`src/bgc_pkg.sv`:
```
`default_nettype none
package bgc_pkg;
    // =========================================================
    // Timing
    localparam int BGC_CLK_HZ = 20000000;
    localparam int BGC_OSC_HZ = 600000;
    localparam int BGC_PERIOD_CYC = BGC_CLK_HZ / BGC_OSC_HZ;
    localparam int BGC_HALF_CYC = BGC_PERIOD_CYC / 2;
    localparam int BGC_DUTY_LIMIT = 20;
    localparam int BGC_HICCUP_MS = 200;
    localparam int BGC_OC_MS = 220;
    localparam int BGC_HICCUP_CYC = BGC_HICCUP_MS * (BGC_CLK_HZ / 1000);
    localparam int BGC_OC_CYC = BGC_OC_MS * (BGC_CLK_HZ / 1000);
    localparam int BGC_TIMER_W = 23;
    localparam int BGC_SLOT_W = 6;
    localparam int BGC_RUN_W = 5;

    // =========================================================
    // Reset values
    localparam logic [BGC_SLOT_W-1:0] BGC_SLOT_RST = 6'h00;
    localparam logic [BGC_RUN_W-1:0] BGC_RUN_RST = 5'h00;
    localparam logic [BGC_TIMER_W-1:0] BGC_TIMER_RST = 23'h00_0000;

    typedef enum logic [1:0] {
        BGC_RUN,
        BGC_HOLD,
        BGC_WAIT_CLEAR
    } bgc_state_t;
endpackage
`default_nettype wire

```
`src/bgc_fault_if.sv`:
```
`timescale 1ns/10ps
`default_nettype none
interface bgc_fault_if;
    logic thermal_fault;
    logic vcc_lockout;
    logic vin_lockout;
    logic short_detect;
    logic oc_trip;
    logic idle;
    logic short_latched;
    logic oc_hiccup;

    modport seq (
        input thermal_fault, vcc_lockout, vin_lockout, short_detect, oc_trip,
        output idle, short_latched, oc_hiccup
    );
    modport ctl (
        output thermal_fault, vcc_lockout, vin_lockout, short_detect, oc_trip,
        input idle, short_latched, oc_hiccup
    );
endinterface
`default_nettype wire

```
`src/bgc_gate_ctrl.sv`:
```
// Function
// - Low gate stays off until high gate tried or soft start passes 1.7V.
// - Twenty continuous high-gate cycles reset the PWM flip-flop at mid-cycle.
// - After that reset the low gate drives for the rest of the cycle.
// - Power, thermal or short fault enters idle for at least 200ms.
// - Idle pulls soft start and error amp low, both gates off.
// - Power or thermal fault must clear before any restart.
// - Short latch clears soon after set; restart every 200ms while short.
// - Feedback 250mV below active reference sets the short fault.
// - Short detection works in soft start, against the soft-start level.
// - Over-current trip starts a 220ms timeout with both gates off.
// - After over-current timeout restart; repeat timeout if still tripped.
// - Both external switches are never on together; switch node watched.
// - Bias or input supply lockout forces idle with gates off.
// - PWM period comes from a fixed 600kHz oscillator; timeout counts are in 20MHz clock cycles.
// - Low gate low whenever high gate high and during any fault.
`timescale 1ns/10ps
`default_nettype none
module bgc_gate_ctrl #(
    parameter int HICCUP_CYC = bgc_pkg::BGC_HICCUP_CYC,
    parameter int OC_CYC = bgc_pkg::BGC_OC_CYC,
    parameter int DUTY_LIMIT = bgc_pkg::BGC_DUTY_LIMIT
) (
    input wire logic mclk,
    input wire logic srst,
    input wire logic ramp_trip,
    input wire logic ss_above_1v7,
    input wire logic short_detect,
    input wire logic oc_trip,
    input wire logic thermal_fault,
    input wire logic vcc_lockout,
    input wire logic vin_lockout,
    input wire logic switch_node_high,
    output logic high_side_gate,
    output logic low_side_gate,
    output logic ss_discharge,
    output logic comp_pulldown,
    output logic fault_idle,
    output logic short_latched,
    output logic oc_hiccup
);
    import bgc_pkg::*;

    localparam logic [BGC_SLOT_W-1:0] LAST_SLOT = BGC_SLOT_W'(BGC_PERIOD_CYC - 1);
    localparam logic [BGC_SLOT_W-1:0] MID_SLOT = BGC_SLOT_W'(BGC_HALF_CYC);
    localparam logic [BGC_RUN_W-1:0] RUN_LAST = BGC_RUN_W'(DUTY_LIMIT - 1);

    bgc_fault_if flt ();

    logic [BGC_SLOT_W-1:0] slot;
    logic [BGC_RUN_W-1:0] hs_run;
    logic pwm_ff;
    logic low_allow;
    logic any_fault;
    logic block;
    logic duty_timeout;
    logic next_hs;
    logic next_ls;

    // =========================================================
    // Fault sequencer
    assign flt.thermal_fault = thermal_fault;
    assign flt.vcc_lockout = vcc_lockout;
    assign flt.vin_lockout = vin_lockout;
    assign flt.short_detect = short_detect;
    assign flt.oc_trip = oc_trip;

    bgc_fault_seq #(
        .HICCUP_CYC(HICCUP_CYC),
        .OC_CYC(OC_CYC)
    ) u_seq (
        .mclk(mclk),
        .srst(srst),
        .flt(flt)
    );

    // Raw faults also block the gates so they drop on the same edge the sequencer leaves BGC_RUN, not a cycle later
    assign any_fault = thermal_fault | vcc_lockout | vin_lockout | short_detect | oc_trip;
    assign block = flt.idle | any_fault;

    // =========================================================
    // Oscillator slot counter
    always_ff @(posedge mclk) begin
        if (srst) begin
            slot <= BGC_SLOT_RST;
        end else if (slot == LAST_SLOT) begin
            slot <= BGC_SLOT_RST;
        end else begin
            slot <= slot + 1'b1;
        end
    end

    // =========================================================
    // Continuous high-side cycle count
    always_ff @(posedge mclk) begin
        if (srst || flt.idle) begin
            hs_run <= BGC_RUN_RST;
        end else if (slot == LAST_SLOT) begin
            if (pwm_ff && hs_run != RUN_LAST) begin
                hs_run <= hs_run + 1'b1;
            end else begin
                hs_run <= BGC_RUN_RST;
            end
        end
    end

    assign duty_timeout = pwm_ff && (hs_run == RUN_LAST) && (slot == MID_SLOT);

    // =========================================================
    // PWM flip-flop
    always_ff @(posedge mclk) begin
        if (srst || block) begin
            pwm_ff <= 1'b0;
        end else if (slot == BGC_SLOT_RST) begin
            pwm_ff <= 1'b1;
        end else if (ramp_trip || duty_timeout) begin
            pwm_ff <= 1'b0;
        end
    end

    // =========================================================
    // Non-synchronous start-up permission
    always_ff @(posedge mclk) begin
        if (srst || flt.idle) begin
            low_allow <= 1'b0;
        end else if (high_side_gate || ss_above_1v7) begin
            low_allow <= 1'b1;
        end
    end

    // =========================================================
    // Gate drivers with break-before-make
    always_comb begin
        next_hs = pwm_ff && !block && !low_side_gate;
        next_ls = !pwm_ff && low_allow && !block && !high_side_gate
            && !switch_node_high;
    end

    always_ff @(posedge mclk) begin
        if (srst) begin
            high_side_gate <= 1'b0;
            low_side_gate <= 1'b0;
        end else begin
            high_side_gate <= next_hs;
            low_side_gate <= next_ls;
        end
    end

    always_ff @(posedge mclk) begin
        if (srst) begin
            ss_discharge <= 1'b0;
            comp_pulldown <= 1'b0;
            fault_idle <= 1'b0;
            short_latched <= 1'b0;
            oc_hiccup <= 1'b0;
        end else begin
            ss_discharge <= block;
            comp_pulldown <= block;
            fault_idle <= flt.idle;
            short_latched <= flt.short_latched;
            oc_hiccup <= flt.oc_hiccup;
        end
    end
endmodule
`default_nettype wire

```
`src/bgc_fault_seq.sv`:
```
`timescale 1ns/10ps
`default_nettype none
module bgc_fault_seq #(
    parameter int HICCUP_CYC = bgc_pkg::BGC_HICCUP_CYC,
    parameter int OC_CYC = bgc_pkg::BGC_OC_CYC
) (
    input wire logic mclk,
    input wire logic srst,
    bgc_fault_if.seq flt
);
    import bgc_pkg::*;

    localparam logic [BGC_TIMER_W-1:0] HICCUP_LOAD = BGC_TIMER_W'(HICCUP_CYC - 1);
    localparam logic [BGC_TIMER_W-1:0] OC_LOAD = BGC_TIMER_W'(OC_CYC - 1);

    bgc_state_t state;
    logic [BGC_TIMER_W-1:0] timer;
    logic short_latch;
    logic oc_mode;
    logic power_fault;

    assign power_fault = flt.thermal_fault | flt.vcc_lockout | flt.vin_lockout;

    // =========================================================
    // Hiccup state machine
    always_ff @(posedge mclk) begin
        if (srst) begin
            state <= BGC_RUN;
            timer <= BGC_TIMER_RST;
            oc_mode <= 1'b0;
        end else begin
            case (state)
                BGC_RUN: begin
                    if (power_fault || short_latch || flt.short_detect) begin
                        state <= BGC_HOLD;
                        timer <= HICCUP_LOAD;
                        oc_mode <= 1'b0;
                    end else if (flt.oc_trip) begin
                        state <= BGC_HOLD;
                        timer <= OC_LOAD;
                        oc_mode <= 1'b1;
                    end
                end
                BGC_HOLD: begin
                    if (timer == BGC_TIMER_RST) begin
                        state <= power_fault ? BGC_WAIT_CLEAR : BGC_RUN;
                    end else begin
                        timer <= timer - 1'b1;
                    end
                end
                BGC_WAIT_CLEAR: begin
                    if (!power_fault) begin
                        state <= BGC_RUN;
                    end
                end
                default: begin
                    state <= BGC_RUN;
                end
            endcase
        end
    end

    // Short latch set only while running, dropped once the hold has begun
    always_ff @(posedge mclk) begin
        if (srst) begin
            short_latch <= 1'b0;
        end else begin
            short_latch <= (flt.short_detect && state == BGC_RUN)
                || (short_latch && state != BGC_HOLD);
        end
    end

    assign flt.idle = (state != BGC_RUN);
    assign flt.short_latched = short_latch;
    assign flt.oc_hiccup = oc_mode && (state == BGC_HOLD);
endmodule
`default_nettype wire

```
`config.mk`:
```
export PLATFORM = sky130hd
export DESIGN_NAME = bgc_gate_ctrl
export DESIGN_NICKNAME = d
export VERILOG_FILES = /design/src/bgc_pkg.sv /design/src/bgc_fault_if.sv /design/src/bgc_gate_ctrl.sv /design/src/bgc_fault_seq.sv
export SDC_FILE = /design/constraint.sdc
export NUM_CORES = 1
export LEC_CHECK = 0
export BUFFER_PORTS_ARGS = -buffer_cell sky130_fd_sc_hd__buf_4
export CAP_MARGIN = 0
export CORE_ASPECT_RATIO = 1.2
export CORE_MARGIN = 3
export CORE_UTILIZATION = 51
export DETAILED_ROUTE_END_ITERATION = 8
export PLACE_DENSITY = 0.69
export SYNTH_ARGS = -nofsm -noshare
export SYNTH_HDL_FRONTEND = slang
export SYNTH_SLANG_ARGS = --single-unit
```
`constraint.sdc`:
```
create_clock -name mclk -period 6.8 [get_ports mclk]
set_clock_uncertainty 0.2 [all_clocks]
set_input_delay 0.34 -clock mclk [delete_from_list [all_inputs] [get_ports mclk]]
set_output_delay 0.34 -clock mclk [all_outputs]
set_load 0.01 [all_outputs]
```
==> impl_metrics.ini, run 1 <==
[status]
status = complete, no violations

[sta]
rsz0062_at_grt = false
slew_headroom = 0.309
final-max-slew-violation-count = 0
final-hold-violation-count = 0
fin_crit_ns = 2.94
fmax_ghz = 0.340
min_period_over_period = 0.432
setup_violations = 0
fin_tns_setup_ns = 0
worst_slew_pin_slew_ns = 1.03

[clocking]
cts_tree = built
insertion_delay_ns = 0.30
cts_hold_buffers = 0
cts.sinks = 46
cts_root_buffer = clkbuf_8
clk_pin_slew_worst_paths_ns = 0.09
cts_inserted_buffers = 5
cts_buffer_depth = 2
cts_setup_buffers = 0
cts_resized = 0
htree_num_levels = 2

[pwr]
p_switching_mw = 0.152
power_per_cell_area_mw_per_mm2 = 217
leakage_nw = 0.892
comb_power_share = 0.148
finalPower_mw = 0.540
seqPwrFrac = 0.546
p_int_mw = 0.387
swShare = 0.282
clockPowerShare = 0.305
ir_worst_vdd_uv = 122

[yosys]
synth_top_area_cell = dfxtp_1
synthTopCellsByArea = dfxtp_1, a21oi_1, nor2_1
async_flop_share = 0
ys_ff_latch = 46
synth_nets = 279
synth_cell_types = 50
syn_area_per_cell_um2 = 8.59
syn-cell-area_mm2 = 0.00228
ys.flop_type = dfxtp_1
syn-instance-count = 265
netlist.area_leader.share = 0.405
ys_seq_area_frac = 0.405
synth-edff-count = 0
synth-warning-count = 0

[min_path]
hp-class = in -> reg
hp-start = ss_above_1v7
hold_path_depth = 2
whs_endpoint = low_allow

[setup_path]
cp.arrival_ns = 2.92
regToRegStartpoint = u_seq.timer[8]
r2r_cells = 5
worstPathRequired_ns = 6.78
cp-start-kind = flop
path_class = reg -> reg
crit_fanout = 14
r2r_setup_slack_ns = 3.86
r2r_end = u_seq.timer[6]
worst_setup_path_end_kind = flop

[global_routing]
grt_max_degree = 33
grt_overflow = 0
first_global_vias = 1804
antenna_found_initial = 0
track_usage = 0.196
grt_first_pass_wirelength_um = 8240

[placed_design]
globalplace.congestion = 0.795
io_buffers = 16
place_area_mm2 = 0.00239
dp_hpwl_um = 3410

[drt]
vias_per_cell = 5.95
drt_iter0_drc = 107
drc = 0
vias = 1965
wire_per_inst_um = 14.4
dr.pass1.iters = 4
ant_nets = 0
wl_um = 4750

[finish]
fin_area_mm2 = 0.00248
fillers = 411
antennaDiodeCount = 0
final_layout_size_suffix_gt1_frac = 0.128
syn2layout_area_growth_pct = 9.02
final_nets = 287

[flow_run]
cap_violations = 0

[die]
core-area_mm2 = 0.00429
initial_utilization = 0.530
dieHeight_um = 79.2
die_x_um = 67.0
dieArea_mm2 = 0.00530
ioPinCount = 17
num_rows = 26
-- state kept, by name, summed over array words and instances, names as in the netlist, 2 cells and up --
name         flops
u_seq.timer     23
slot             6
hs_run           5
u_seq.state      2
-- power by group through the flow --
stage / registers, mW / logic [mW] / clock network (mW)
2_1_floorplan: 0.298 / 0.0637 / 0
3_3_place_gp: 0.301 / 0.0780 / 0
3_5_place_dp: 0.301 / 0.0793 / 0
4_1_cts: 0.295 / 0.0797 / 0.170
5_1_grt: 0.297 / 0.0894 / 0.179
6_report: 0.295 / 0.0800 / 0.165
-- cell families (layout without fill, tap and decap cells) --
| logic type | after synthesis | count (layout) | synth area share |
|---|---|---|---|
| buf+inv | 24 | 33 | 0.0495 |
| simple gates | 103 | 103 | 0.251 |
| xor+xnor | 14 | 14 | 0.0539 |
| fa+ha+maj | 4 | 4 | 0.0220 |
| flops | 46 | 46 | 0.405 |
| compound gates | 74 | 74 | 0.219 |
-- cell usage after synthesis (2+ instances only) --
cell type  instances
a21oi_1           27
ha_1               4
a31oi_1            4
a311oi_1           4
xor2_1            11
or4_1              9
inv_1              8
dfxtp_1           46
nor4bb_1           2
buf_6              2
nand2b_1           6
or2_2              2
nand3_1            3
clkbuf_1           9
o21a_1             2
o31a_1             3
o21ai_1            5
o31ai_1            3
nand4_1            2
and2_1             2
nor2_1            31
nand3b_1           2
buf_2              3
nor4_1             5
o211ai_1           2
or3_1              3
nand2_1            8
nor2b_1            8
o21ai_0           10
o211ai_2           3
xnor2_1            3
o41a_1             2
nor3b_1            4
nor3_1            11
-- worst max-delay path, stage by stage (launching register included) --
cell	delay, ns
dfxtp_1	0.35
or4_1	0.67
or4_1	0.78
o21a_1	0.44
a311oi_1	0.32
nor3_1	0.07
-- final cells by class --
type                    count  area (um2)  share of cell area
multi-input cells         195        1240               0.501
inverters                   8        30.0              0.0121
flip-flops and latches     46         921               0.371
repair buffers             17         128              0.0514
clock buffers               5        68.8              0.0277
well taps                  56        70.1              0.0282
clock inverters             3        21.3             0.00857
-- stage by stage --
step | hold WS (ns) | utilization | instances | setup WS (ns)
2_1_floorplan | 0.225 | - | 265 | 4.38
3_3_place_gp | 0.228 | 0.557 | 322 | 3.95
3_5_place_dp | 0.226 | 0.557 | 322 | 3.90
4_1_cts | 0.0437 | 0.578 | 330 | 3.87
5_1_grt | 0.0626 | 0.578 | 330 | 3.64
6_report | 0.0517 | 0.578 | 330 | 3.86
-- worst max path at each step --
| stage | start | to | slack, ns | depth (start not counted) |
|---|---|---|---|---|
| final | u_seq.timer[8] | u_seq.timer[6] | 3.86 | 5 |
| after global routing | u_seq.timer[4] | u_seq.timer[17] | 3.64 | 5 |
| after CTS | u_seq.timer[8] | u_seq.timer[6] | 3.87 | 5 |
| after detailed placement | u_seq.timer[8] | u_seq.timer[6] | 3.90 | 5 |
| after global placement | u_seq.timer[8] | u_seq.timer[6] | 3.95 | 5 |
| after floorplan | u_seq.timer[8] | u_seq.timer[21] | 4.38 | 8 |
-- placed cells by master, fill, tap and decap left out, types with 3 or more instances in the layout --
master / n
nand2_1: 8
nand2b_1: 6
buf_4: 17
dfxtp_1: 46
ha_1: 4
o21ai_1: 5
or4_1: 9
o31ai_1: 3
a311oi_1: 4
nor3b_1: 4
a21oi_1: 27
o211ai_2: 3
nand3_1: 3
o21ai_0: 10
xnor2_1: 3
inv_1: 8
o31a_1: 3
nor2b_1: 8
clkbuf_8: 5
nor3_1: 11
xor2_1: 11
or3_1: 3
nor4_1: 5
nor2_1: 31
a31oi_1: 4
-- metal layers --
| metal | track usage | wire [um] |
|---|---|---|
| met2 | 0.296 | 2220 |
| met1 | 0.275 | 2340 |
| met3 | 0.0424 | 128 |
| met5 | 0 | 0 |
| met4 | 0.0649 | 61 |
Power figures use the tool's default switching activity.
==> run 2, diff against run 1 <==
clock period = 3.08 ns   (was 6.8 ns; I/O delays follow)
==> run 2 against run 1 <==
Effect of this change:
- die area unchanged
- non-clock buffer count up 14
- fmax up 5.3%
- design area up 4.5%
- register-to-register slack worse by 3.6 ns
- worst setup slack worse by 3.6 ns
==> impl_metrics.ini, run 2 (synthesized netlist as in run 1, its figures left out) <==
[status]
status = complete, no violations

[sta]
fin_tns_setup_ns = 0
final-max-slew-violation-count = 0
final-hold-violation-count = 0
slew_headroom = 0.630
rsz0062_at_grt = false
min_period_over_period = 0.906
fin_crit_ns = 2.79
fmax_ghz = 0.358
worst_slew_pin_slew_ns = 0.553
worst_slack_ns = 0.289
setup_violations = 0

[placed_design]
io_buffers = 16
dp_hpwl_um = 3400
globalplace.congestion = 0.780
place_ws_ns = 0.338

[finish]
regArea_um2 = 921
top_regs = u_seq.timer: 23 flops, slot: 6 flops, hs_run: 5 flops
antennaDiodeCount = 0
multi_input_area_mm2 = 0.00124
final_nets = 301
layout_common_cells = dfxtp_1, nor2_1, a21oi_1, buf_4
fillers = 386
largest_reg_flops = 23
layout_commonest_cell = dfxtp_1
max_flop_register = u_seq.timer
syn2layout_area_growth_pct = 14.0
final_layout_size_suffix_gt1_frac = 0.139

[clocking]
cts.sinks = 46
insertion_delay_ns = 0.30
cts_setup_buffers = 0
cts_buffer_depth = 2
cts_tree = built
clk_pin_slew_worst_paths_ns = 0.09
cts_resized = 0
cts_inserted_buffers = 5
cts_hold_buffers = 7
cts_root_buffer = clkbuf_8
htree_num_levels = 2

[drt]
ant_nets = 0
dr.pass1.iters = 4
wire_per_inst_um = 14.3
drt_iter0_drc = 132
drc = 0
vias_per_cell = 5.78
wl_um = 4910
vias = 1984

[die]
num_rows = 26
dieHeight_um = 79.2
ioPinCount = 17
core-area_mm2 = 0.00429
die_x_um = 67.0
initial_utilization = 0.530
dieArea_mm2 = 0.00530

[global_routing]
first_global_vias = 1893
grt_first_pass_wirelength_um = 8540
antenna_found_initial = 0
track_usage = 0.208
grt_max_degree = 33
grt_overflow = 0

[setup_path]
regToRegStartpoint = u_seq.timer[8]
cp.arrival_ns = 2.77
cp-startpoint = u_seq.timer[8]
worst_setup_path_end_kind = flop
cp-start-kind = flop
worstPathRequired_ns = 3.06
crit_fanout = 8
path_class = reg -> reg

[min_path]
hp-class = in -> reg
hp-start = srst

[pwr]
leakage_nw = 0.951
ir_worst_vdd_uv = 376
power_per_cell_area_mw_per_mm2 = 461

[flow_run]
cap_violations = 0
run 2: through the flow:
step / instance area (um2) / hold WS [ns] / utilization / power (mW) / std cells
2_1_floorplan: 2280 / 0.0864 / - / 0.799 / 265
3_3_place_gp: 2440 / 0.176 / 0.569 / 0.847 / 329
3_5_place_dp: 2440 / 0.178 / 0.569 / 0.848 / 329
4_1_cts: 2590 / 0.0415 / 0.604 / 1.20 / 343
5_1_grt: 2590 / 0.0577 / 0.604 / 1.26 / 343
6_report: 2590 / 0.0532 / 0.604 / 1.20 / 343
run 2: worst paths after layout:
kind	end	slack [ns]	cells after the start
max	u_seq.timer[10]	0.29	6
min	u_seq.timer[19]	0.05	2
max reg2reg	u_seq.timer[10]	0.29	6
min reg2reg	high_side_gate	0.24	1
run 2: power breakdown:
| group | total [mW] | leakage, nW | internal [mW] | switching [mW] |
|---|---|---|---|---|
| Sequential | 0.651 | 0.378 | 0.623 | 0.0272 |
| Combinational | 0.194 | 0.536 | 0.0865 | 0.107 |
| Clock | 0.351 | 0.0373 | 0.156 | 0.195 |
run 2: area by class of cell:
class | instances | share of cell area
Clock inverter | 1 | 0.00289
Sequential cell | 46 | 0.355
Timing Repair Buffer | 31 | 0.0965
Inverter | 8 | 0.0116
Multi-Input combinational cell | 195 | 0.479
Clock buffer | 6 | 0.0280
Tap cell | 56 | 0.0270
run 2: worst max-delay path, stage by stage (launching register included):
cell and delay, ns:
dfxtp_1 0.35, or4_1 0.67, or4_1 0.64, buf_4 0.25, o2111ai_1 0.26, xor2_1 0.23, nor2_1 0.07
run 2: metal layers:
| metal | vias to the layer above | wire [um] | GRT usage |
|---|---|---|---|
| met1 | 933 | 2300 | 0.265 |
| met4 | 0 | 61 | 0.0609 |
| met3 | 6 | 181 | 0.0424 |
| met2 | 38 | 2360 | 0.350 |
| li1 | 1007 | - | - |
| met5 | - | 0 | 0 |
